==> config.mk <==
export PLATFORM = sky130hd
export DESIGN_NAME = cse_exec
export DESIGN_NICKNAME = d
export VERILOG_FILES = /design/src/pkg/cse_pkg.sv /design/src/hdl/cse_event_flag.sv /design/src/hdl/cse_exec.sv
export SDC_FILE = /design/constraint.sdc
export NUM_CORES = 1
export LEC_CHECK = 0
export BUFFER_PORTS_ARGS = -buffer_cell sky130_fd_sc_hd__buf_2
export CAP_MARGIN = 20
export CELL_PAD_IN_SITES_DETAIL_PLACEMENT = 1
export CELL_PAD_IN_SITES_GLOBAL_PLACEMENT = 2
export CORE_MARGIN = 10
export CORE_UTILIZATION = 28
export CTS_BUF_LIST = sky130_fd_sc_hd__clkbuf_2 sky130_fd_sc_hd__clkbuf_4 sky130_fd_sc_hd__clkbuf_8
export DETAILED_ROUTE_END_ITERATION = 8
export PLACE_DENSITY = 0.89
export SYNTH_ARGS = -nofsm -noshare
export SYNTH_HDL_FRONTEND = slang
export SYNTH_SLANG_ARGS = --single-unit
==> constraint.sdc <==
create_clock -name clk -period 1.8 [get_ports clk]
set_clock_uncertainty 0.15 [all_clocks]
set_input_delay 0.09 -clock clk [delete_from_list [all_inputs] [get_ports clk]]
set_output_delay 0.09 -clock clk [all_outputs]
set_load 0.01 [all_outputs]
==> src/pkg/cse_pkg.sv <==
// Purpose: shared constants and types for the converter/system executor
// Assumes: 10-bit instruction words, 4-bit accumulators
// Notes: opcode values are the machine codes of the instruction set
package cse_pkg;

  // Widths
  localparam int INSTR_W = 10;
  localparam int NIB_W = 4;
  localparam int ADC_W = 10;
  localparam int CMP_W = 8;

  // Opcodes
  localparam logic [INSTR_W-1:0] OP_MOVE_RESULT_TO_ACC_PAIR = 10'h279;
  localparam logic [INSTR_W-1:0] OP_MOVE_RESULT_LOW_BITS = 10'h249;
  localparam logic [INSTR_W-1:0] OP_WRITE_COMPARATOR_REFERENCE = 10'h239;
  localparam logic [INSTR_W-1:0] OP_COPY_CONVERTER_CONTROL_TO_ACC = 10'h244;
  localparam logic [INSTR_W-1:0] OP_COPY_ACC_TO_CONVERTER_CONTROL = 10'h204;
  localparam logic [INSTR_W-1:0] OP_START_CONVERSION = 10'h29F;
  localparam logic [INSTR_W-1:0] OP_SKIP_ON_CONVERSION_DONE = 10'h287;
  localparam logic [INSTR_W-1:0] OP_NO_OPERATION = 10'h000;
  localparam logic [INSTR_W-1:0] OP_ENTER_RAM_BACKUP = 10'h002;
  localparam logic [INSTR_W-1:0] OP_ARM_RAM_BACKUP = 10'h05B;
  localparam logic [INSTR_W-1:0] OP_SKIP_ON_BACKUP_RETURN_FLAG = 10'h003;
  localparam logic [INSTR_W-1:0] OP_ARM_WATCHDOG_STOP = 10'h29C;
  localparam logic [INSTR_W-1:0] OP_WATCHDOG_RESTART_SKIP = 10'h2A0;
  localparam logic [INSTR_W-1:0] OP_SOFTWARE_SYSTEM_RESET = 10'h001;
  localparam logic [INSTR_W-1:0] OP_CLEAR_UPPER_REF_ENABLE = 10'h058;
  localparam logic [INSTR_W-1:0] OP_SET_UPPER_REF_ENABLE = 10'h059;
  localparam logic [INSTR_W-1:0] OP_ENABLE_VOLTAGE_DROP_DETECT = 10'h293;

  // Field positions
  localparam int CONVERTER_MODE_BIT = 3;

  // Reset values
  localparam logic [NIB_W-1:0] CONV_CTRL_RST = 4'h0;
  localparam logic [CMP_W-1:0] CMP_REF_RST = 8'h00;
  localparam logic [NIB_W-1:0] NIB_ZERO = 4'h0;

  // Execution state
  typedef enum logic [1:0] {
    ST_RUN = 2'b01,
    ST_BACKUP = 2'b10
  } cse_state_t;

  // Accumulator write-back
  typedef struct packed {
    logic a_we;
    logic [NIB_W-1:0] a_data;
    logic b_we;
    logic [NIB_W-1:0] b_data;
  } cse_acc_wr_t;

  // One-cycle event outputs
  typedef struct packed {
    logic pc_step;
    logic conv_start;
    logic cmp_start;
    logic sys_reset;
  } cse_pulse_t;

  // Sticky and steady status
  typedef struct packed {
    logic conversion_done_flag;
    logic watchdog_overflow_flag;
    logic upper_bit_reference_enable_flag;
    logic voltage_drop_detect_en;
    logic watchdog_stopped;
    logic ram_backup;
    logic skip_pending;
  } cse_status_t;

endpackage : cse_pkg

==> src/hdl/cse_event_flag.sv <==
// Purpose: sticky event flag set by hardware, cleared by an instruction
// Assumes: set and clr are one-cycle pulses on clk
// Notes: a set in the clearing cycle wins
`timescale 1ns/1ns
module cse_event_flag (
  // Clock and reset
  input wire logic clk,
  input wire logic resetn,
  // Events
  input wire logic set,
  input wire logic clr,
  // Flag
  output logic q
);
  import cse_pkg::*;

  logic flag_ff;
  logic nxt_flag;

  // Set over clear, so a completion landing on the clear is kept
  always_comb begin
    nxt_flag = flag_ff;
    if (clr) begin
      nxt_flag = 1'b0;
    end
    if (set) begin
      nxt_flag = 1'b1;
    end
  end

  always_ff @(posedge clk) begin
    if (!resetn) begin
      flag_ff <= 1'b0;
    end else begin
      flag_ff <= nxt_flag;
    end
  end

  assign q = flag_ff;

endmodule : cse_event_flag

==> src/hdl/cse_exec.sv <==
// Purpose: executes converter-access and system-control instructions
// Assumes: one instruction per clock cycle with instr_valid high, acc inputs current then
// Notes: results appear one cycle after the instruction is taken
`timescale 1ns/1ns
module cse_exec #(
  parameter bit H_VERSION = 1'b1
) (
  // Clock and reset
  input wire logic clk,
  input wire logic resetn,
  // Instruction stream
  input wire logic instr_valid,
  input wire logic [cse_pkg::INSTR_W-1:0] instr,
  // Accumulators
  input wire logic [cse_pkg::NIB_W-1:0] acc_a,
  input wire logic [cse_pkg::NIB_W-1:0] acc_b,
  output cse_pkg::cse_acc_wr_t acc_wr,
  // Converter core
  input wire logic [cse_pkg::ADC_W-1:0] adc_result,
  input wire logic conv_done,
  output logic [cse_pkg::NIB_W-1:0] converter_control_register,
  output logic [cse_pkg::CMP_W-1:0] cmp_reference,
  // System
  input wire logic converter_irq_enable_bit,
  input wire logic p_flag,
  input wire logic wdt_overflow,
  input wire logic backup_wake,
  output cse_pkg::cse_pulse_t pulses,
  output cse_pkg::cse_status_t status
);
  import cse_pkg::*;

  cse_state_t state_ff;
  cse_state_t nxt_state;
  logic [NIB_W-1:0] conv_ctrl_ff;
  logic [CMP_W-1:0] cmp_ref_ff;
  logic skip_ff;
  logic backup_armed_ff;
  logic wdt_stop_armed_ff;
  logic wdt_stopped_ff;
  logic upper_ref_ff;
  logic vdd_detect_ff;
  cse_acc_wr_t acc_wr_ff;
  cse_acc_wr_t nxt_acc_wr;
  cse_pulse_t pulses_ff;
  logic taken;
  logic exec;
  logic cmp_mode;
  logic adf_q;
  logic wdf_q;
  logic adf_clr;
  logic wdf_clr;
  logic nxt_skip;
  logic op_move_pair;
  logic op_move_low;
  logic op_write_ref;
  logic op_ctrl_to_acc;
  logic op_acc_to_ctrl;
  logic op_start;
  logic op_skip_done;
  logic op_enter_backup;
  logic op_arm_backup;
  logic op_skip_p;
  logic op_arm_wdt;
  logic op_wdt_restart;
  logic op_sw_reset;
  logic op_clr_upper;
  logic op_set_upper;
  logic op_vdd_detect;

  // Instructions are taken only while running
  assign taken = instr_valid && (state_ff == ST_RUN);
  // A word fetched under a pending skip is swallowed as a no-op
  assign exec = taken && !skip_ff;
  assign cmp_mode = conv_ctrl_ff[CONVERTER_MODE_BIT];

  // Decode
  always_comb begin
    op_move_pair = exec && (instr == OP_MOVE_RESULT_TO_ACC_PAIR);
    op_move_low = exec && (instr == OP_MOVE_RESULT_LOW_BITS);
    op_write_ref = exec && (instr == OP_WRITE_COMPARATOR_REFERENCE);
    op_ctrl_to_acc = exec && (instr == OP_COPY_CONVERTER_CONTROL_TO_ACC);
    op_acc_to_ctrl = exec && (instr == OP_COPY_ACC_TO_CONVERTER_CONTROL);
    op_start = exec && (instr == OP_START_CONVERSION);
    op_skip_done = exec && (instr == OP_SKIP_ON_CONVERSION_DONE);
    op_enter_backup = exec && (instr == OP_ENTER_RAM_BACKUP);
    op_arm_backup = exec && (instr == OP_ARM_RAM_BACKUP);
    op_skip_p = exec && (instr == OP_SKIP_ON_BACKUP_RETURN_FLAG);
    op_arm_wdt = exec && (instr == OP_ARM_WATCHDOG_STOP);
    op_wdt_restart = exec && (instr == OP_WATCHDOG_RESTART_SKIP);
    op_sw_reset = exec && (instr == OP_SOFTWARE_SYSTEM_RESET);
    op_clr_upper = exec && (instr == OP_CLEAR_UPPER_REF_ENABLE);
    op_set_upper = exec && (instr == OP_SET_UPPER_REF_ENABLE);
    op_vdd_detect = exec && (instr == OP_ENABLE_VOLTAGE_DROP_DETECT);
  end

  // Conversion-done flag
  assign adf_clr = op_start
    || (op_skip_done && !converter_irq_enable_bit && adf_q);

  cse_event_flag u_adf (
    .clk(clk),
    .resetn(resetn),
    .set(conv_done),
    .clr(adf_clr),
    .q(adf_q)
  );

  // Watchdog overflow flag
  assign wdf_clr = op_wdt_restart && wdf_q;

  cse_event_flag u_wdf (
    .clk(clk),
    .resetn(resetn),
    .set(wdt_overflow),
    .clr(wdf_clr),
    .q(wdf_q)
  );

  // Skip decision; interrupt-enabled skip-on-done never skips
  always_comb begin
    nxt_skip = skip_ff;
    if (taken) begin
      nxt_skip = 1'b0;
      if (op_skip_done && !converter_irq_enable_bit && adf_q) begin
        nxt_skip = 1'b1;
      end
      if (op_skip_p && p_flag) begin
        nxt_skip = 1'b1;
      end
      if (op_wdt_restart && wdf_q) begin
        nxt_skip = 1'b1;
      end
    end
  end

  always_ff @(posedge clk) begin
    if (!resetn) begin
      skip_ff <= 1'b0;
    end else begin
      skip_ff <= nxt_skip;
    end
  end

  // Accumulator write-back
  always_comb begin
    nxt_acc_wr = '0;
    if (op_move_pair && !cmp_mode) begin
      nxt_acc_wr.b_we = 1'b1;
      nxt_acc_wr.b_data = adc_result[9:6];
      nxt_acc_wr.a_we = 1'b1;
      nxt_acc_wr.a_data = adc_result[5:2];
    end
    if (op_move_pair && cmp_mode) begin
      nxt_acc_wr.b_we = 1'b1;
      nxt_acc_wr.b_data = cmp_ref_ff[7:4];
      nxt_acc_wr.a_we = 1'b1;
      nxt_acc_wr.a_data = cmp_ref_ff[3:0];
    end
    if (op_move_low) begin
      nxt_acc_wr.a_we = 1'b1;
      nxt_acc_wr.a_data = {adc_result[1:0], 2'b00};
    end
    if (op_ctrl_to_acc) begin
      nxt_acc_wr.a_we = 1'b1;
      nxt_acc_wr.a_data = conv_ctrl_ff;
    end
  end

  always_ff @(posedge clk) begin
    if (!resetn) begin
      acc_wr_ff <= '0;
    end else begin
      acc_wr_ff <= nxt_acc_wr;
    end
  end

  // Converter control register
  always_ff @(posedge clk) begin
    if (!resetn) begin
      conv_ctrl_ff <= CONV_CTRL_RST;
    end else if (op_acc_to_ctrl) begin
      conv_ctrl_ff <= acc_a;
    end
  end

  // Comparator reference; ignored in conversion mode
  always_ff @(posedge clk) begin
    if (!resetn) begin
      cmp_ref_ff <= CMP_REF_RST;
    end else if (op_write_ref && cmp_mode) begin
      cmp_ref_ff <= {acc_b, acc_a};
    end
  end

  // Event pulses
  always_ff @(posedge clk) begin
    if (!resetn) begin
      pulses_ff <= '0;
    end else begin
      pulses_ff.pc_step <= taken;
      pulses_ff.conv_start <= op_start && !cmp_mode;
      pulses_ff.cmp_start <= op_start && cmp_mode;
      pulses_ff.sys_reset <= op_sw_reset;
    end
  end

  // Arming lasts exactly one following instruction
  always_ff @(posedge clk) begin
    if (!resetn) begin
      backup_armed_ff <= 1'b0;
      wdt_stop_armed_ff <= 1'b0;
    end else if (taken) begin
      backup_armed_ff <= op_arm_backup;
      wdt_stop_armed_ff <= op_arm_wdt;
    end
  end

  // Watchdog stop is one-way until reset
  always_ff @(posedge clk) begin
    if (!resetn) begin
      wdt_stopped_ff <= 1'b0;
    end else if (op_wdt_restart && wdt_stop_armed_ff) begin
      wdt_stopped_ff <= 1'b1;
    end
  end

  // Upper-bit reference enable
  always_ff @(posedge clk) begin
    if (!resetn) begin
      upper_ref_ff <= 1'b0;
    end else if (op_clr_upper) begin
      upper_ref_ff <= 1'b0;
    end else if (op_set_upper) begin
      upper_ref_ff <= 1'b1;
    end
  end

  // Voltage-drop detect; the variant without it treats the word as no-op
  always_ff @(posedge clk) begin
    if (!resetn) begin
      vdd_detect_ff <= 1'b0;
    end else if (op_vdd_detect && H_VERSION) begin
      vdd_detect_ff <= 1'b1;
    end
  end

  // Run and backup states
  always_comb begin
    nxt_state = state_ff;
    case (state_ff)
      ST_RUN: begin
        if (op_enter_backup && backup_armed_ff) begin
          nxt_state = ST_BACKUP;
        end
      end
      ST_BACKUP: begin
        if (backup_wake) begin
          nxt_state = ST_RUN;
        end
      end
      default: begin
        nxt_state = ST_RUN;
      end
    endcase
  end

  always_ff @(posedge clk) begin
    if (!resetn) begin
      state_ff <= ST_RUN;
    end else begin
      state_ff <= nxt_state;
    end
  end

  // Outputs
  assign acc_wr = acc_wr_ff;
  assign pulses = pulses_ff;
  assign converter_control_register = conv_ctrl_ff;
  assign cmp_reference = cmp_ref_ff;
  assign status.conversion_done_flag = adf_q;
  assign status.watchdog_overflow_flag = wdf_q;
  assign status.upper_bit_reference_enable_flag = upper_ref_ff;
  // Detector only armed while actually in backup
  assign status.voltage_drop_detect_en = vdd_detect_ff
    && (state_ff == ST_BACKUP);
  assign status.watchdog_stopped = wdt_stopped_ff;
  assign status.ram_backup = (state_ff == ST_BACKUP);
  assign status.skip_pending = skip_ff;

endmodule : cse_exec

==> reports/metrics.cfg <==
[worst_setup_path]
crit_required_ps=1870
crit_fanout=7
crit_type=flop to flop
endpoint_kind=flop
crit_path_start_kind=flop
cp.arrival_ps=1750
worst-r2r-setup-slack_ps=110

[power_and_ir_drop]
internal_power_mw=1.234
ir_drop_uv=212.8
powerDensity_nw_per_um2=680.9
combPwrFrac_pct=11.5
seqPwrFrac_pct=49.7
power_frac_clock_pct=38.7
switchingPower_uw=384.6
leakage_nw=1.025
netSwitchingFraction_pct=23.76

[synthesis]
async_reset_ff_share_pct=0
yosys_warnings=0
synth_enable_flop_cells=0
syn_avg_cell_area_um2=8.982
yosysSeqAreaShare_pct=42.23
syn-num-nets=226
synth-seq-cells=36
synth_area_um2=1707
syn_inst=190
synth.distinct_cells=46
synthFlopType=dfxtp_1

[drt]
drt_iter0_drc=72
drc_errors=0
vias=1721
via_per_inst=4.889
drt_pass1_iterations=4
wire_per_inst_um=17.80
wl_um=6265
antenna_left=0

[clock_network]
cts_buffers=5
cts_setup_buffers=0
cts-root-buf=clkbuf_8
cts_tree=done
clockBufferDepth=2
path_clk_slew_ps=70
clock-sinks=36
htree_levels=2
insertion_delay_ps=290

[sta]
setup_tns_ps=0
fmax_mhz=593.1
rsz0062_at_grt=no
slew_headroom_pct=69.60
hold_viol=0
period_needed_ps=1686
setup_violations=0
final_max_slew_viol_count=0
tightest_slew_ps=452.5
fin_crit_sh_pct=93.67

[min_path]
min_path_type=primary input to flop

[grt]
grt_pass1_vias=1872
grt.total_usage_pct=12.72
antenna_found_initial=2
grt_max_degree=15
grt_pass1_wl_um=9929
grt-ovfl-total=0

[finish]
seq_area_um2=720.7
final_cell_mix=buf_2 (68), dfxtp_1 (36), dlygate4sd3_1 (18)
drive_gt1_share_pct=33.45
fin_nets=310
areaGrowthSynthToFinish_pct=39.30
multi_input_area_um2=864.6
num-fill-cells=726
final_cells=352
layout_commonest_cell=buf_2

[die]
die_w_um=98.07
core_area_um2=5921
die_h_um=98.07
num_rows=28
initial_utilization_pct=28.83
pin_count=69
die_area_um2=9618

[flow_run]
cap_violations=0

[placed_design]
post-place-cells=324
place_congestion=0.7960
place_hpwl_um=4648
portBuffers=68

[run_status]
outcome=complete, no violations

-- cells in the mapped netlist, types with 2 or more instances --
cell type / instances / area (um^2)
mux2_2: 2 / 22.52
inv_1: 9 / 33.78
mux2i_1: 10 / 100.1
and4b_1: 4 / 40.04
o22ai_1: 3 / 18.77
nor2b_1: 3 / 18.77
nor2_1: 15 / 56.30
a31oi_1: 2 / 12.51
nand4_1: 5 / 31.28
nand2_1: 14 / 52.55
dfxtp_1: 36 / 720.7
and4_1: 2 / 17.52
o21ai_0: 9 / 45.04
nand2b_1: 2 / 12.51
o211ai_1: 2 / 15.01
buf_4: 8 / 60.06
o21a_1: 3 / 22.52
a21oi_1: 15 / 75.07
nand3_1: 13 / 65.06
nor3_1: 5 / 25.02
clkbuf_1: 3 / 11.26
-- worst max-delay path, stage by stage (launching register included) --
cell      delay, ps
dfxtp_1         410
and4bb_1        320
and4b_2         370
nand4_4         190
nor2_1          180
-- final cells by class --
cell class              count  area share [%]
diodes                      2          0.2105
well taps                  75           3.947
inverters                  10           1.579
clock buffers               8           4.105
flip-flops and latches     36           30.32
multi-input cells         130           36.37
repair buffers             91           23.47
-- metal layers --
layer	wire length, um	track usage (%)
met5	0	0
met4	207	6.376
met3	251	3.101
met2	3266	22.39
met1	2539	13.83
-- metrics by stage --
| step | cell area (um^2) | worst slack [ps] | utilization [%] | hold slack [ps] | power (mW) |
|---|---|---|---|---|---|
| after global placement | 2093 | 154.5 | 35.36 | 150.5 | 0.9732 |
| after global routing | 2377 | 3.411 | 40.15 | 27.57 | 1.689 |
| final | 2377 | 113.9 | 40.15 | 8.141 | 1.619 |
| after detailed placement | 2093 | 63.89 | 35.36 | 160.4 | 0.9777 |
| after floorplan | 1707 | 308.2 | - | 63.82 | 0.9011 |
| after CTS | 2371 | 68.25 | 40.05 | 1.413 | 1.633 |
-- power by group through the flow --
stage | registers, mW | clock network [mW] | logic [mW]
finish | 0.805 | 0.627 | 0.186
CTS | 0.805 | 0.642 | 0.185
global placement | 0.824 | 0 | 0.149
floorplan | 0.824 | 0 | 0.0774
detailed placement | 0.824 | 0 | 0.154
global route | 0.806 | 0.680 | 0.203
-- state kept, by name, summed over array words and instances (netlist names), 2 cells and up --
register                    cells
acc_wr                         10
cmp_reference                   8
converter_control_register      4
pulses                          4
state_ff                        2
-- kinds of logic after synthesis --
family / synth area share (%)
flip-flops: 42.23
AO/OA/AOI/OAI: 13.12
AND/OR/NAND/NOR: 30.28
buffers and inverters: 7.184
multiplexers: 7.185
-- path summary, 6_finish.rpt --
kind | start | to | depth (start not counted)
min | instr[1] | backup_armed_ff | 3
max | state_ff[0] | acc_wr[1] | 4
min reg2reg | converter_control_register[1] | converter_control_register[1] | 2
max reg2reg | state_ff[0] | acc_wr[1] | 4
-- repair_timing --
item,in CTS,in global routing
gates resized for setup,0,1
hold buffers,18,0
hold endpoints to repair,23,0
setup endpoints to repair,0,8
(Power assumes the default switching activity.)
